### src/core/pmlc_consts.vh
// constants for the power mode and laser control block
// Functional notes
// active to rest1 after idle x8 frames
// active from system clock, rest from hibernate
// rest1 frame every (code+1) x 10ms
// rest1 to rest2 after idle x16 frames
// rest2 frame every (code+1) x 10ms
// rest2 to rest3 after idle x128 frames
// rest3 frame every (code+1) x 10ms
// span bits must complement pair register
// pair check uses current contents, any order
// span 10 invalid, laser off
// calibration 101 continuous on, 000 exits
// motion read clears calibration bits
// kill bit holds laser pin high
// current code must complement pair register
// eight-bit current code drives dac
// stay-active bit blocks stepping down
// power state reported as two bits
// motion returns active, restarts idle
// rest3 holds until motion or stay-active
`ifndef PMLC_CONSTS_VH
`define PMLC_CONSTS_VH
// register addresses (7-bit)
`define PMLC_A_MOTION     7'h02
`define PMLC_A_MOTION_ALT 7'h42
`define PMLC_A_CONFIG     7'h12
`define PMLC_A_RUN_IDLE   7'h13
`define PMLC_A_R1_PER     7'h14
`define PMLC_A_R1_IDLE    7'h15
`define PMLC_A_R2_PER     7'h16
`define PMLC_A_R2_IDLE    7'h17
`define PMLC_A_R3_PER     7'h18
`define PMLC_A_LCTRL      7'h1a
`define PMLC_A_LCUR       7'h1c
`define PMLC_A_LCUR_INV   7'h1d
`define PMLC_A_LCTRL_INV  7'h1f
`define PMLC_A_OBS        7'h2e
// reset values
`define PMLC_RV_CONFIG    8'h26
`define PMLC_RV_RUN_IDLE  8'h04
`define PMLC_RV_R1_PER    8'h01
`define PMLC_RV_R1_IDLE   8'h1f
`define PMLC_RV_R2_PER    8'h09
`define PMLC_RV_R2_IDLE   8'h2f
`define PMLC_RV_R3_PER    8'h31
`define PMLC_RV_ZERO      8'h00
// field positions
`define PMLC_B_AWAKE      3
`define PMLC_B_KILL       0
`define PMLC_B_SPAN_HI    7
`define PMLC_B_SPAN_LO    5
`define PMLC_B_MOT        7
`define PMLC_B_LSOK       5
`define PMLC_F_RATE       2:0
`define PMLC_F_CAL        3:1
// field values
`define PMLC_CAL_CW       3'h5
`define PMLC_CAL_OFF      3'h0
`define PMLC_SPAN_BAD     2'h2
`define PMLC_RUN_RATE_OFS 4'h2
`define PMLC_CMD_WR_BIT   7
// timing, in ns
`define PMLC_CLK_NS       5
`define PMLC_ACT_BASE_NS  1000000
`define PMLC_HIB_BASE_NS  10000000
`endif

### src/core/pmlc_tick.v
// free-running divider giving a one-cycle tick every DIV clocks
`timescale 1ns/1ps
`default_nettype none
module pmlc_tick #(
   parameter integer DIV = 200000,
   parameter integer W   = 32
) (
   input  wire         clk,
   input  wire         rst,
   input  wire         restart,
   output reg          tick_ff
);
   reg  [W-1:0] cnt_ff;   // cycles since last tick
   wire         wrap;     // last cycle of a period
   assign wrap = (cnt_ff == DIV[W-1:0] - {{(W-1){1'b0}}, 1'b1});
   // restart realigns the base so a new state starts a full period
   always @(posedge clk or posedge rst) begin
      if (rst) begin
         cnt_ff  <= {W{1'b0}};
         tick_ff <= 1'b0;
      end else if (restart) begin
         cnt_ff  <= {W{1'b0}};
         tick_ff <= 1'b0;
      end else begin
         cnt_ff  <= wrap ? {W{1'b0}} : cnt_ff + {{(W-1){1'b0}}, 1'b1};
         tick_ff <= wrap;
      end
   end
endmodule
`default_nettype wire

### src/core/pmlc_serial.v
// four-wire serial register port, mode 3, msb first
`timescale 1ns/1ps
`default_nettype none
`include "pmlc_consts.vh"
module pmlc_serial (
   input  wire         clk,
   input  wire         rst,
   input  wire         sclk,
   input  wire         mosi,
   input  wire         ncs_n,
   input  wire [7:0]   rdata,
   output reg  [6:0]   addr_ff,
   output reg  [7:0]   wdata_ff,
   output reg          wr_ff,
   output reg          rd_ff,
   output reg          miso_ff,
   output reg          miso_oe_ff
);
   reg        sclk_d_ff;  // previous sclk for edge detect
   reg  [3:0] bit_ff;     // bits received in this frame
   reg  [7:0] sh_ff;      // input shift register
   reg  [7:0] out_ff;     // output shift register
   reg        is_wr_ff;   // first byte marked a write
   wire       rise;
   wire       fall;
   wire [7:0] nxt_sh;
   assign rise   = sclk & ~sclk_d_ff;
   assign fall   = ~sclk & sclk_d_ff;
   assign nxt_sh = {sh_ff[6:0], mosi};
   // pins are taken as synchronous, so edges come from one delay stage
   always @(posedge clk or posedge rst) begin
      if (rst) begin
         sclk_d_ff  <= 1'b1;
         bit_ff     <= 4'h0;
         sh_ff      <= 8'h00;
         out_ff     <= 8'h00;
         is_wr_ff   <= 1'b0;
         addr_ff    <= 7'h00;
         wdata_ff   <= 8'h00;
         wr_ff      <= 1'b0;
         rd_ff      <= 1'b0;
         miso_ff    <= 1'b0;
         miso_oe_ff <= 1'b0;
      end else begin
         sclk_d_ff <= sclk;
         wr_ff     <= 1'b0;
         rd_ff     <= 1'b0;
         if (ncs_n) begin
            // deselect aborts any partial byte
            bit_ff     <= 4'h0;
            miso_oe_ff <= 1'b0;
         end else if (rise) begin
            sh_ff  <= nxt_sh;
            bit_ff <= (bit_ff == 4'hf) ? 4'h0 : bit_ff + 4'h1;
            if (bit_ff == 4'h7) begin
               // address byte complete
               addr_ff  <= nxt_sh[6:0];
               is_wr_ff <= nxt_sh[`PMLC_CMD_WR_BIT];
               rd_ff    <= ~nxt_sh[`PMLC_CMD_WR_BIT];
            end else if (bit_ff == 4'hf && is_wr_ff) begin
               wdata_ff <= nxt_sh;
               wr_ff    <= 1'b1;
            end
         end else if (fall) begin
            // read data leaves on falling edges after the address
            if (bit_ff == 4'h8 && !is_wr_ff) begin
               miso_ff    <= rdata[7];
               out_ff     <= {rdata[6:0], 1'b0};
               miso_oe_ff <= 1'b1;
            end else if (bit_ff > 4'h8 && !is_wr_ff) begin
               miso_ff <= out_ff[7];
               out_ff  <= {out_ff[6:0], 1'b0};
            end else if (bit_ff == 4'h0) begin
               miso_oe_ff <= 1'b0;
            end
         end
      end
   end
endmodule
`default_nettype wire

### src/core/pmlc_top.v
// power state sequencer and laser drive control with its register port
`timescale 1ns/1ps
`default_nettype none
`include "pmlc_consts.vh"
module pmlc_top #(
   parameter integer ACT_BASE_CYC = `PMLC_ACT_BASE_NS / `PMLC_CLK_NS,
   parameter integer HIB_BASE_CYC = `PMLC_HIB_BASE_NS / `PMLC_CLK_NS
) (
   input  wire         clk,
   input  wire         rst,
   input  wire         sclk,
   input  wire         mosi,
   input  wire         ncs_n,
   input  wire         motion_evt,
   output wire         miso,
   output wire         miso_oe,
   output reg          frame_strobe_ff,
   output reg          laser_drive_off_pin_n_ff,
   output reg  [7:0]   laser_current_code_ff,
   output reg  [1:0]   laser_span_ff,
   output reg  [1:0]   power_state_ff,
   output reg          laser_setting_ok_ff
);
   // power states, codes equal the reported mode
   localparam [1:0] ST_ACT = 2'h0;
   localparam [1:0] ST_R1  = 2'h1;
   localparam [1:0] ST_R2  = 2'h2;
   localparam [1:0] ST_R3  = 2'h3;

   // register storage
   reg  [7:0] config_ff;         // awake bit and active rate
   reg  [7:0] run_idle_ff;       // run_idle_timeout
   reg  [7:0] r1_per_ff;         // first_rest_period_code
   reg  [7:0] r1_idle_ff;        // first_rest_idle_count
   reg  [7:0] r2_per_ff;         // second_rest_period_code
   reg  [7:0] r2_idle_ff;        // second_rest_idle_count
   reg  [7:0] r3_per_ff;         // third_rest_period_code
   reg  [7:0] lctrl_ff;          // laser_drive_control
   reg  [7:0] lcur_ff;           // laser_current_setting
   reg  [7:0] lcur_inv_ff;       // complement copy of current
   reg  [7:0] lctrl_inv_ff;      // complement copy of span
   reg        mot_seen_ff;       // motion since last motion read

   // sequencer state
   reg  [1:0]  state_ff;         // present power state
   reg  [1:0]  nxt_state;
   reg  [8:0]  per_cnt_ff;       // base ticks in this frame
   reg  [8:0]  nxt_per_cnt;
   reg  [14:0] idle_cnt_ff;      // quiet frames in this state
   reg  [14:0] nxt_idle_cnt;
   reg         nxt_frame;
   reg  [8:0]  per_tgt;          // base ticks per frame
   reg  [14:0] idle_tgt;         // quiet frames before stepping down
   reg  [7:0]  rdata;            // read mux

   // serial port and internal wires
   wire [6:0] addr;
   wire [7:0] wdata;
   wire       wr;
   wire       rd;
   wire       act_tick;
   wire       hib_tick;
   wire       base_tick;
   wire       state_chg;
   wire       stay_active;
   wire       mot_read;
   wire [1:0] span;
   wire       span_pair_ok;
   wire       cur_pair_ok;
   wire       set_ok;
   wire       cw_mode;
   wire       kill;

   pmlc_serial u_serial (
      .clk        (clk),
      .rst        (rst),
      .sclk       (sclk),
      .mosi       (mosi),
      .ncs_n      (ncs_n),
      .rdata      (rdata),
      .addr_ff    (addr),
      .wdata_ff   (wdata),
      .wr_ff      (wr),
      .rd_ff      (rd),
      .miso_ff    (miso),
      .miso_oe_ff (miso_oe)
   );

   // active base, one tick per millisecond of system time
   pmlc_tick #(.DIV(ACT_BASE_CYC)) u_act_tick (
      .clk     (clk),
      .rst     (rst),
      .restart (state_chg),
      .tick_ff (act_tick)
   );

   // hibernate base, one tick per 10ms
   pmlc_tick #(.DIV(HIB_BASE_CYC)) u_hib_tick (
      .clk     (clk),
      .rst     (rst),
      .restart (state_chg),
      .tick_ff (hib_tick)
   );

   assign state_chg   = (nxt_state != state_ff);
   assign base_tick   = (state_ff == ST_ACT) ? act_tick : hib_tick;
   assign stay_active = config_ff[`PMLC_B_AWAKE];
   assign mot_read    = rd && (addr == `PMLC_A_MOTION || addr == `PMLC_A_MOTION_ALT);

   // laser pair checks look only at present contents
   assign span         = {lctrl_ff[`PMLC_B_SPAN_HI], lctrl_ff[`PMLC_B_SPAN_LO]};
   assign span_pair_ok = (lctrl_ff[`PMLC_B_SPAN_HI] != lctrl_inv_ff[`PMLC_B_SPAN_HI]) &&
                         (lctrl_ff[`PMLC_B_SPAN_LO] != lctrl_inv_ff[`PMLC_B_SPAN_LO]);
   assign cur_pair_ok  = ((lcur_ff ^ lcur_inv_ff) == 8'hff);
   assign set_ok       = span_pair_ok && cur_pair_ok && (span != `PMLC_SPAN_BAD);
   assign cw_mode      = (lctrl_ff[`PMLC_F_CAL] == `PMLC_CAL_CW);
   assign kill         = lctrl_ff[`PMLC_B_KILL];

   // frame period and idle limit for the present state
   always @* begin
      per_tgt  = {1'b0, r3_per_ff} + 9'h001;
      idle_tgt = 15'h0000;
      case (state_ff)
         ST_ACT: begin
            per_tgt  = {5'h00, {1'b0, config_ff[`PMLC_F_RATE]} + `PMLC_RUN_RATE_OFS};
            idle_tgt = {4'h0, run_idle_ff, 3'h0};
         end
         ST_R1: begin
            per_tgt  = {1'b0, r1_per_ff} + 9'h001;
            idle_tgt = {3'h0, r1_idle_ff, 4'h0};
         end
         ST_R2: begin
            per_tgt  = {1'b0, r2_per_ff} + 9'h001;
            idle_tgt = {r2_idle_ff, 7'h00};
         end
         default: begin
            per_tgt  = {1'b0, r3_per_ff} + 9'h001;
            idle_tgt = 15'h0000;
         end
      endcase
   end

   // next-state logic for frames, idle count and stepping down
   always @* begin
      nxt_state    = state_ff;
      nxt_per_cnt  = per_cnt_ff;
      nxt_idle_cnt = idle_cnt_ff;
      nxt_frame    = 1'b0;
      if (base_tick) begin
         if (per_cnt_ff + 9'h001 >= per_tgt) begin
            nxt_per_cnt  = 9'h000;
            nxt_frame    = 1'b1;
            nxt_idle_cnt = idle_cnt_ff + 15'h0001;
         end else begin
            nxt_per_cnt = per_cnt_ff + 9'h001;
         end
      end
      if (nxt_frame && state_ff != ST_R3 && !stay_active &&
          nxt_idle_cnt >= idle_tgt) begin
         // step down one rest level
         case (state_ff)
            ST_ACT:  nxt_state = ST_R1;
            ST_R1:   nxt_state = ST_R2;
            ST_R2:   nxt_state = ST_R3;
            default: nxt_state = ST_R3;
         endcase
      end
      if (motion_evt) begin
         nxt_idle_cnt = 15'h0000;
         nxt_state    = ST_ACT;
      end
      if (stay_active) begin
         nxt_state = ST_ACT;
      end
      if (nxt_state != state_ff) begin
         // a new state starts with fresh counters
         nxt_per_cnt  = 9'h000;
         nxt_idle_cnt = 15'h0000;
      end
   end

   // sequencer registers
   always @(posedge clk or posedge rst) begin
      if (rst) begin
         state_ff        <= ST_ACT;
         per_cnt_ff      <= 9'h000;
         idle_cnt_ff     <= 15'h0000;
         frame_strobe_ff <= 1'b0;
         power_state_ff  <= ST_ACT;
      end else begin
         state_ff        <= nxt_state;
         per_cnt_ff      <= nxt_per_cnt;
         idle_cnt_ff     <= nxt_idle_cnt;
         frame_strobe_ff <= nxt_frame;
         power_state_ff  <= nxt_state;
      end
   end

   // register writes; a motion read drops calibration back to off
   always @(posedge clk or posedge rst) begin
      if (rst) begin
         config_ff    <= `PMLC_RV_CONFIG;
         run_idle_ff  <= `PMLC_RV_RUN_IDLE;
         r1_per_ff    <= `PMLC_RV_R1_PER;
         r1_idle_ff   <= `PMLC_RV_R1_IDLE;
         r2_per_ff    <= `PMLC_RV_R2_PER;
         r2_idle_ff   <= `PMLC_RV_R2_IDLE;
         r3_per_ff    <= `PMLC_RV_R3_PER;
         lctrl_ff     <= `PMLC_RV_ZERO;
         lcur_ff      <= `PMLC_RV_ZERO;
         lcur_inv_ff  <= `PMLC_RV_ZERO;
         lctrl_inv_ff <= `PMLC_RV_ZERO;
      end else begin
         if (wr) begin
            case (addr)
               `PMLC_A_CONFIG:    config_ff    <= wdata;
               `PMLC_A_RUN_IDLE:  run_idle_ff  <= wdata;
               `PMLC_A_R1_PER:    r1_per_ff    <= wdata;
               `PMLC_A_R1_IDLE:   r1_idle_ff   <= wdata;
               `PMLC_A_R2_PER:    r2_per_ff    <= wdata;
               `PMLC_A_R2_IDLE:   r2_idle_ff   <= wdata;
               `PMLC_A_R3_PER:    r3_per_ff    <= wdata;
               `PMLC_A_LCTRL:     lctrl_ff     <= wdata;
               `PMLC_A_LCUR:      lcur_ff      <= wdata;
               `PMLC_A_LCUR_INV:  lcur_inv_ff  <= wdata;
               `PMLC_A_LCTRL_INV: lctrl_inv_ff <= wdata;
               default: ;
            endcase
         end
         if (mot_read) begin
            lctrl_ff[`PMLC_F_CAL] <= `PMLC_CAL_OFF;
         end
      end
   end

   // sticky motion flag; new motion wins over the clearing read
   always @(posedge clk or posedge rst) begin
      if (rst) begin
         mot_seen_ff <= 1'b0;
      end else if (motion_evt) begin
         mot_seen_ff <= 1'b1;
      end else if (mot_read) begin
         mot_seen_ff <= 1'b0;
      end
   end

   // read mux; unmapped addresses read zero
   always @* begin
      rdata = 8'h00;
      case (addr)
         `PMLC_A_MOTION, `PMLC_A_MOTION_ALT: begin
            rdata[`PMLC_B_MOT]  = mot_seen_ff;
            rdata[`PMLC_B_LSOK] = set_ok;
         end
         `PMLC_A_CONFIG:    rdata = config_ff;
         `PMLC_A_RUN_IDLE:  rdata = run_idle_ff;
         `PMLC_A_R1_PER:    rdata = r1_per_ff;
         `PMLC_A_R1_IDLE:   rdata = r1_idle_ff;
         `PMLC_A_R2_PER:    rdata = r2_per_ff;
         `PMLC_A_R2_IDLE:   rdata = r2_idle_ff;
         `PMLC_A_R3_PER:    rdata = r3_per_ff;
         `PMLC_A_LCTRL:     rdata = lctrl_ff;
         `PMLC_A_LCUR:      rdata = lcur_ff;
         `PMLC_A_LCUR_INV:  rdata = lcur_inv_ff;
         `PMLC_A_LCTRL_INV: rdata = lctrl_inv_ff;
         `PMLC_A_OBS:       rdata = {state_ff, 6'h00};
         default:           rdata = 8'h00;
      endcase
   end

   // laser outputs; the pin stays high unless settings are sound
   always @(posedge clk or posedge rst) begin
      if (rst) begin
         laser_drive_off_pin_n_ff <= 1'b1;
         laser_current_code_ff    <= 8'h00;
         laser_span_ff            <= 2'h0;
         laser_setting_ok_ff      <= 1'b0;
      end else begin
         laser_current_code_ff <= lcur_ff;
         laser_span_ff         <= span;
         laser_setting_ok_ff   <= set_ok;
         if (kill || !set_ok) begin
            laser_drive_off_pin_n_ff <= 1'b1;
         end else begin
            // on for a frame capture, or steadily in calibration
            laser_drive_off_pin_n_ff <= ~(nxt_frame | cw_mode);
         end
      end
   end
endmodule
`default_nettype wire

### config.mk
export PLATFORM = sky130hd
export DESIGN_NAME = pmlc_top
export DESIGN_NICKNAME = d
export VERILOG_FILES = /design/src/core/pmlc_tick.v /design/src/core/pmlc_serial.v /design/src/core/pmlc_top.v
export VERILOG_INCLUDE_DIRS = /design/src /design/src/core
export SDC_FILE = /design/constraint.sdc
export NUM_CORES = 1
export LEC_CHECK = 0
export ABC_AREA = 0
export BUFFER_PORTS_ARGS = -buffer_cell sky130_fd_sc_hd__buf_2
export CORE_MARGIN = 5
export CORE_UTILIZATION = 50
export DETAILED_ROUTE_END_ITERATION = 6
export PLACE_DENSITY = 0.64
export REMOVE_ABC_BUFFERS = 1
export SETUP_SLACK_MARGIN = 0.05
export SYNTH_ARGS = -nofsm -noshare
export SYNTH_HDL_FRONTEND = slang
export SYNTH_SLANG_ARGS = --single-unit
### constraint.sdc
create_clock -name clk -period 10.88 [get_ports clk]
set_input_delay 1.088 -clock clk [delete_from_list [all_inputs] [get_ports clk]]
set_output_delay 1.088 -clock clk [all_outputs]
set_load 0.02 [all_outputs]
==> impl_results.rst, run 1 <==
.. list-table::
   :header-rows: 1

   * - Metric
     - Value
   * - Number of hold violations in the final report
     - 0
   * - Global Route Usage Sum
     - a little over a fifth
   * - Slowest stage delay, CP
     - about 0.77 ns
   * - Average footprint of a synthesized cell
     - ~11 sq um
   * - Worst hold slack across all endpoints
     - 0.4536 ns
   * - Wire length of the first global-routing pass
     - between 40,000 and 50,000 microns
   * - Routed vias
     - just over 9k
   * - Gate family responsible for the most delay along the worst path
     - simple AND/OR/NAND/NOR gates
   * - Type of the worst min-delay path
     - reg -> reg
   * - Slowest cell on crit path
     - sky130_fd_sc_hd__o21ai_2
   * - Period minus WS final
     - ~6.5 ns
   * - Synth cell types
     - 73
   * - Sum Neg Setup Slack
     - 0 ns
   * - Sort of element at the start of the critical path
     - flip-flop
   * - Buffers inserted by post-CTS timing repair
     - 0
   * - IO Pins
     - 23
   * - Most frequent cell after synthesis
     - sky130_fd_sc_hd__dfrtp_1
   * - Number of levels in the clock H-tree
     - 1
   * - Via-to-Cell Ratio
     - ~6
   * - Worst supply voltage drop on vdd
     - 119.5 uV
   * - Power per unit of standard cell area
     - 152.8 nW/um^2
   * - Upper clock frequency limit
     - 154.7 MHz
   * - Critical path class
     - reg -> reg
   * - Area post-placement
     - between 10,000 and 15,000 sq um
   * - Maximum net fanout on the critical path
     - 24
   * - TritonCTS buffer count
     - 27
   * - Layout net count
     - ~1.2k
   * - Post-route standard cell area excluding fillers
     - 13,650 sq um
   * - Number of clock sinks
     - 233
   * - Initial antenna violation count
     - 0
   * - Run status
     - complete, no violations
   * - Relative max-transition margin
     - 34.61%
   * - Source-to-sink clock delay at the later pin of the worst-skew pair
     - 0.55 ns
   * - Maximum number of pins on one net before global-route repair
     - slightly above 90
   * - Total global routing overflow
     - 0
   * - Drt first pass iters
     - 6
   * - Post-detailed-routing wire length
     - 30,050 microns
   * - Final setup vio count
     - 0
   * - Setup repair after global routing missed its margin
     - false
   * - Die width
     - 167.8 microns
   * - Initial Utilization
     - 51.02%
   * - Placer Congestion
     - 0.9096
   * - Final instance count without filler cells
     - ~1.5k
   * - CTS tree
     - done
   * - Quantity of hold-fixing buffers added after cts
     - 0
   * - Reg2reg path depth
     - 20
   * - Setup crit end kind
     - flip-flop
   * - Data arrival time of the worst path
     - 6.85 ns
   * - Slew at the pin closest to its max-slew limit
     - between 0.9 and 1 ns
   * - Clock Tree Root
     - sky130_fd_sc_hd__clkbuf_16
   * - Average detailed-routed wire length per instance
     - ~20 microns
   * - Via count of the first global-routing pass
     - 9,038
   * - Number of instances in the synthesized netlist
     - 1,160
   * - Standby leakage power
     - around 0.0059 uW
   * - Max_cap viols
     - 0
   * - Number of logic stages on the critical path including buffering
     - 20
   * - CP bufs+invs
     - 1
   * - Synth Cell Area
     - 12,440 sq um
   * - DRC violation total after the first TritonRoute iteration
     - 733
   * - Total of buffers placed on input and output ports
     - 22
   * - Chip Height
     - around 170 microns
   * - Top_reg_cell synth
     - sky130_fd_sc_hd__dfrtp_1
   * - Count of standard-cell rows
     - 57
   * - Cell breakdown of the critical path
     - inv_1 > ha_1 > a22oi_1 > a21oi_1 > ha_1 > nand3_1 > or4_1 > ha_1 > nand2_1 > or3_1 > and2_1 > or3_1 > nand2_1 > ha_1 > nand4_1 > or4_1 > a21oi_2 > nor3_2 > o21ai_2 > nor2_1
   * - Instance count along the most critical hold path
     - 0
   * - Top cells by count, synth
     - 211 x sky130_fd_sc_hd__dfrtp_1, 121 x sky130_fd_sc_hd__mux2_2, 84 x sky130_fd_sc_hd__nor2_1
   * - Clock slew at the register clock pins of the worst setup and hold paths
     - 0.06 ns
   * - Inst Count DP
     - approximately 1.5k
   * - Multi-input gate area in the final layout
     - 6231 sq um
   * - Share of layout cells above drive strength 1
     - 20.87%
   * - Buffer levels on the longest clock path
     - 3
   * - Post-synthesis sequential area ratio
     - a little under half
   * - Number of warnings reported in the yosys synthesis log
     - 0
   * - Area growth from synthesis to layout
     - 9.682%
   * - Dpl ws
     - 4.431 ns
   * - Total DRC errors in the routed layout
     - 0
   * - Share of the cycle needed by the critical path after routing
     - ~59%
   * - Number of enable flip-flop cells after synthesis
     - 0
   * - Number of synthesized register bits
     - around 230
   * - Die Footprint
     - 28,140 sq um
   * - Async set-reset flop share out of synthesis
     - 100.0%
   * - Final worst-path setup slack
     - about 4.4 ns
   * - Detail Route Antenna Nets
     - 0
   * - Data required time of the critical path
     - 11.27 ns
   * - Post-DP HPWL
     - around 20,000 microns
   * - Worst setup skew after layout
     - 0.01272 ns
   * - Area share of the largest cell type after synthesis
     - 42.43%
   * - Cells taking the most area after synthesis
     - sky130_fd_sc_hd__dfrtp_1 42%, sky130_fd_sc_hd__mux2_2 11%, sky130_fd_sc_hd__dfstp_2 4.6%
   * - Final-layout fill cell count
     - 2,122
   * - Cell mode on critical path
     - sky130_fd_sc_hd__ha_1
   * - Total count of max-transition violations in the final report
     - 0
   * - Area of the core
     - 24,390 sq um
   * - Most area-hungry cell type in the Yosys netlist
     - sky130_fd_sc_hd__dfrtp_1
   * - Total inserted antenna cells
     - 0
   * - Register cell area after layout
     - 5858 sq um
   * - Number of cells upsized or downsized after cts
     - 0
-- kinds of logic (layout without fill, tap and decap cells) --
logic type,after synthesis,in the layout,share of synthesized area [%]
buffers and inverters,77,96,2.986
XOR/XNOR,93,93,6.545
adder cells (fa/ha/maj),35,35,3.519
AO/OA/AOI/OAI,156,156,8.848
flip-flops,233,233,47.07
AND/OR/NAND/NOR,429,429,18.79
multiplexers,137,137,12.24
-- flip-flops by register name, summed over array words and instances (netlist names), 7 cells and up --
register and cells:
per_cnt_ff 9, u_act_tick.cnt_ff 32, laser_current_code_ff 8, u_serial.out_ff 7, u_serial.sh_ff 7, lcur_ff 8
lctrl_ff 8, u_hib_tick.cnt_ff 32, idle_cnt_ff 15, config_ff 8, lcur_inv_ff 8, u_serial.wdata_ff 8
r1_idle_ff 8, r2_per_ff 8, run_idle_ff 8, lctrl_inv_ff 8, u_serial.addr_ff 7, r1_per_ff 8
r2_idle_ff 8, r3_per_ff 8
-- final timing paths --
check	startpoint	end	slack (ns)
worst max-delay path	state_ff[1]	u_act_tick.cnt_ff[24]	4.42
worst min-delay path	lcur_ff[3]	laser_current_code_ff[3]	0.45
worst max register to register	state_ff[1]	u_act_tick.cnt_ff[24]	4.42
worst min register to register	lcur_ff[3]	laser_current_code_ff[3]	0.45
max in group asynchronous	rst	laser_current_code_ff[0]	8.14
min in group asynchronous	rst	u_act_tick.cnt_ff[16]	0.63
-- metal layers --
metal	global-route usage, %	vias to the layer above	part of all wire (%)	routed length [microns]
met3	3.230	52	5.4	1635
li1	-	4218	-	-
met4	5.646	0	2.5	737
met5	0	-	0	0
met1	32.50	4560	48	14300
met2	32.11	247	45	13380
-- metrics by stage --
stage | util (%) | total power [uW]
2_1_floorplan | - | 1119
3_3_place_gp | 52.20 | 1157
3_5_place_dp | 52.20 | 1163
4_1_cts | 55.96 | 2106
5_1_grt | 55.96 | 2179
6_report | 55.96 | 2085
-- power by group --
| part | total (uW) | internal (uW) | leakage (uW) | switching [uW] |
|---|---|---|---|---|
| combinational | 148 | 64.9 | 0.00249 | 83.3 |
| clock | 936 | 572 | 0.000436 | 364 |
| sequential | 1000 | 928 | 0.00298 | 72.6 |
-- area by class of cell --
class	count	share of cell area, %
clock inverters	9	1.238
repair buffers	30	1.247
flip-flops and latches	233	42.92
inverters	16	0.4950
multi-input cells	850	45.65
well taps	324	2.970
clock buffers	41	5.482
-- layout by cell type, fill, tap and decap left out, types with 5 or more instances in the layout --
master and n:
sky130_fd_sc_hd__nor3b_1 14, sky130_fd_sc_hd__xor2_1 61, sky130_fd_sc_hd__nand2_1 74, sky130_fd_sc_hd__clkbuf_1 12, sky130_fd_sc_hd__nor4_1 9, sky130_fd_sc_hd__a22o_1 6
sky130_fd_sc_hd__a21oi_1 52, sky130_fd_sc_hd__and3_1 24, sky130_fd_sc_hd__or2_2 8, sky130_fd_sc_hd__a222oi_1 6, sky130_fd_sc_hd__inv_1 15, sky130_fd_sc_hd__o21ai_0 15
sky130_fd_sc_hd__ha_1 35, sky130_fd_sc_hd__or4_1 5, sky130_fd_sc_hd__or3_1 12, sky130_fd_sc_hd__nor2b_1 9, sky130_fd_sc_hd__nand4b_1 5, sky130_fd_sc_hd__a31oi_1 9
sky130_fd_sc_hd__nand3_1 57, sky130_fd_sc_hd__mux2i_1 16, sky130_fd_sc_hd__and2_1 9, sky130_fd_sc_hd__nor2_1 84, sky130_fd_sc_hd__o211ai_1 6, sky130_fd_sc_hd__a221o_1 6
sky130_fd_sc_hd__nor3_1 43, sky130_fd_sc_hd__a22oi_1 14, sky130_fd_sc_hd__buf_4 8, sky130_fd_sc_hd__and4_1 10, sky130_fd_sc_hd__buf_2 22, sky130_fd_sc_hd__xnor2_1 32
sky130_fd_sc_hd__clkbuf_16 27, sky130_fd_sc_hd__nand2b_1 10, sky130_fd_sc_hd__nand4_1 29, sky130_fd_sc_hd__dfstp_2 22, sky130_fd_sc_hd__mux2_2 121, sky130_fd_sc_hd__dfrtp_1 211
No activity file was read; power rests on OpenSTA's default activity.
==> inputs of run 2 (changes only) <==
- PLACE_DENSITY: 0.64 -> 0.66
- clock period: 10.88 -> 5.2 ns (I/O delays scaled with it)
==> impl_results.rst, run 2 (synthesis results as in run 1) <==
.. list-table::
   :header-rows: 1

   * - Metric
     - Value
   * - Run status
     - finished, violations left
   * - Failing checks
     - negative setup slack
   * - Initial antenna violation count
     - 0
   * - TritonCTS buffer count
     - 26
   * - Data arrival time of the worst path
     - between 5 and 6 ns
   * - Layout net count
     - 1,265
   * - Detail Route Antenna Nets
     - 0
   * - IO Pins
     - 23
   * - Via count of the first global-routing pass
     - 9,310
   * - Total of buffers placed on input and output ports
     - 22
   * - Global Route Usage Sum
     - a little over a fifth
   * - Final worst-path setup slack
     - -0.05084 ns
   * - Final setup vio count
     - 30
   * - Setup crit end kind
     - flip-flop
   * - Sort of element at the start of the critical path
     - flip-flop
   * - Initial Utilization
     - 51.02%
   * - Clock slew at the register clock pins of the worst setup and hold paths
     - 0.06 ns
   * - Critical path class
     - reg -> reg
   * - Leading cell type in the layout, fill and taps excluded
     - sky130_fd_sc_hd__dfrtp_1
   * - Number of hold violations in the final report
     - 0
   * - Worst hold path startpoint
     - sclk
   * - End of the worst register-to-register path
     - u_act_tick.cnt_ff[22]
   * - Via-to-Cell Ratio
     - 5.980
   * - Source-to-sink clock delay at the later pin of the worst-skew pair
     - ~0.54 ns
   * - Standby leakage power
     - 0.006287 uW
   * - Power per unit of standard cell area
     - 287.6 nW/um^2
   * - Area of the core
     - between 20,000 and 25,000 sq um
   * - Upper clock frequency limit
     - 190.4 MHz
   * - Buffer levels on the longest clock path
     - 3
   * - Chip Height
     - 167.8 microns
   * - Critical register-to-register path startpoint
     - state_ff[0]
   * - Maximum net fanout on the critical path
     - 7
   * - Gate family responsible for the most delay along the worst path
     - simple AND/OR/NAND/NOR gates
   * - Post-detailed-routing wire length
     - 31,030 microns
   * - Reg2reg path depth
     - 24
   * - Placer Congestion
     - between 0.8 and 0.9
   * - Worst setup skew after layout
     - 0.02614 ns
   * - Area growth from synthesis to layout
     - 17.92%
   * - Setup repair after global routing missed its margin
     - true
   * - Total inserted antenna cells
     - 0
   * - DRC violation total after the first TritonRoute iteration
     - 794
   * - Share of layout cells above drive strength 1
     - a little under a third
   * - Post-DP HPWL
     - 20,450 microns
   * - Count of standard-cell rows
     - 57
   * - Instance count along the most critical hold path
     - 1
   * - Dpl ws
     - -0.3775 ns
   * - End point of the most critical hold path
     - u_serial.sclk_d_ff
   * - Area post-placement
     - 13,060 sq um
   * - Total DRC errors in the routed layout
     - 0
   * - Die Footprint
     - 28,140 sq um
   * - Cell breakdown of the critical path
     - inv_2 > buf_6 > ha_4 > a22o_1 > mux2i_2 > nor3_2 > nand3_2 > or4_4 > ha_4 > nand2_4 > or3_4 > a2111oi_4 > xor2_1 > buf_4 > ha_4 > nand4_1 > or4_4 > a21oi_4 > nor3_4 > buf_6 > o21ai_4 > buf_6 > clkbuf_16 > nor2_1
   * - Sum Neg Setup Slack
     - -0.7386 ns
   * - Total power after layout
     - 4220 uW
   * - Type of the worst min-delay path
     - in -> reg
   * - Slowest cell on crit path
     - sky130_fd_sc_hd__or4_4
   * - Biggest registers after layout
     - u_act_tick.cnt_ff (32), u_hib_tick.cnt_ff (32), idle_cnt_ff (15)
   * - CP bufs+invs
     - 6
   * - Max_cap viols
     - 0
   * - Worst-case register-to-register setup slack
     - -0.05 ns
   * - Number of levels in the clock H-tree
     - 1
   * - Data required time of the critical path
     - 5.61 ns
   * - Average detailed-routed wire length per instance
     - 19.79 microns
   * - Clock Tree Root
     - sky130_fd_sc_hd__clkbuf_16
   * - Slowest stage delay, CP
     - 0.53 ns
   * - Share of the cycle needed by the critical path after routing
     - 101.0%
   * - Worst hold slack across all endpoints
     - 0.1075 ns
   * - Number of clock sinks
     - roughly 230
   * - Maximum number of pins on one net before global-route repair
     - 147
   * - Relative max-transition margin
     - 29.59%
   * - Die width
     - 167.8 microns
   * - Total global routing overflow
     - 0
   * - Period minus WS final
     - approximately 5.3 ns
   * - Worst supply voltage drop on vdd
     - 279.0 uV
   * - CTS tree
     - done
   * - Routed vias
     - 9,376
   * - Launch point of the critical path
     - state_ff[0]
   * - Wire length of the first global-routing pass
     - slightly above 50,000 microns
   * - Post-route standard cell area excluding fillers
     - 14,670 sq um
   * - Total count of max-transition violations in the final report
     - 0
   * - Most used cells in the layout excluding fill and tap cells
     - 211 x sky130_fd_sc_hd__dfrtp_1, 121 x sky130_fd_sc_hd__mux2_2, 72 x sky130_fd_sc_hd__nand2_1
   * - Slew at the pin closest to its max-slew limit
     - 1.056 ns
   * - Drt first pass iters
     - 6
-- run 2: worst max-delay path by stage --
stage,end,slack [ns],cells after the start
floorplan,config_ff[0],-1.67,1
global route,u_act_tick.cnt_ff[22],-0.28,28
detailed placement,state_ff[1],-0.38,21
global placement,idle_cnt_ff[6],-0.17,21
finish,u_act_tick.cnt_ff[22],-0.05,24
CTS,u_act_tick.cnt_ff[22],-0.04,23
-- run 2: timing repair --
item / in CTS / in global routing
gates resized for setup: 46 / 87
setup buffers: 11 / 14
hold endpoints to repair: 0 / 0
setup endpoints to repair: 83 / 83
cloned: 2 / 3
hold buffers: 0 / 0
pin swaps: 24 / 41
-- run 2: routing by layer --
layer,track usage [%],part of all wire (%),vias up
met3,3.465,5.5,52
met2,33.04,45,238
met5,0,0,-
li1,-,-,4361
met1,32.55,47,4725
met4,5.434,2.3,0
-- run 2: layout make-up --
type | count | area (sq um)
inverters | 16 | 67.56
repair buffers | 97 | 819.5
multi-input cells | 850 | 6728
clock inverters | 3 | 22.52
well taps | 324 | 405.4
fillers | 2023 | 9717
flip-flops and latches | 233 | 5858
clock buffers | 45 | 773.2
-- run 2: per-stage QoR --
stage | util, % | instances
after CTS | 58.25 | 1553
after detailed placement | 53.55 | 1492
after global placement | 53.55 | 1492
after floorplan | - | 1099
final | 60.16 | 1568
after global routing | 60.16 | 1568
-- run 2: power by group --
group	internal [uW]	leakage (uW)	switching [uW]
Sequential	1940	0.00298	153
Clock	1000	0.000372	730
Combinational	187	0.00294	204
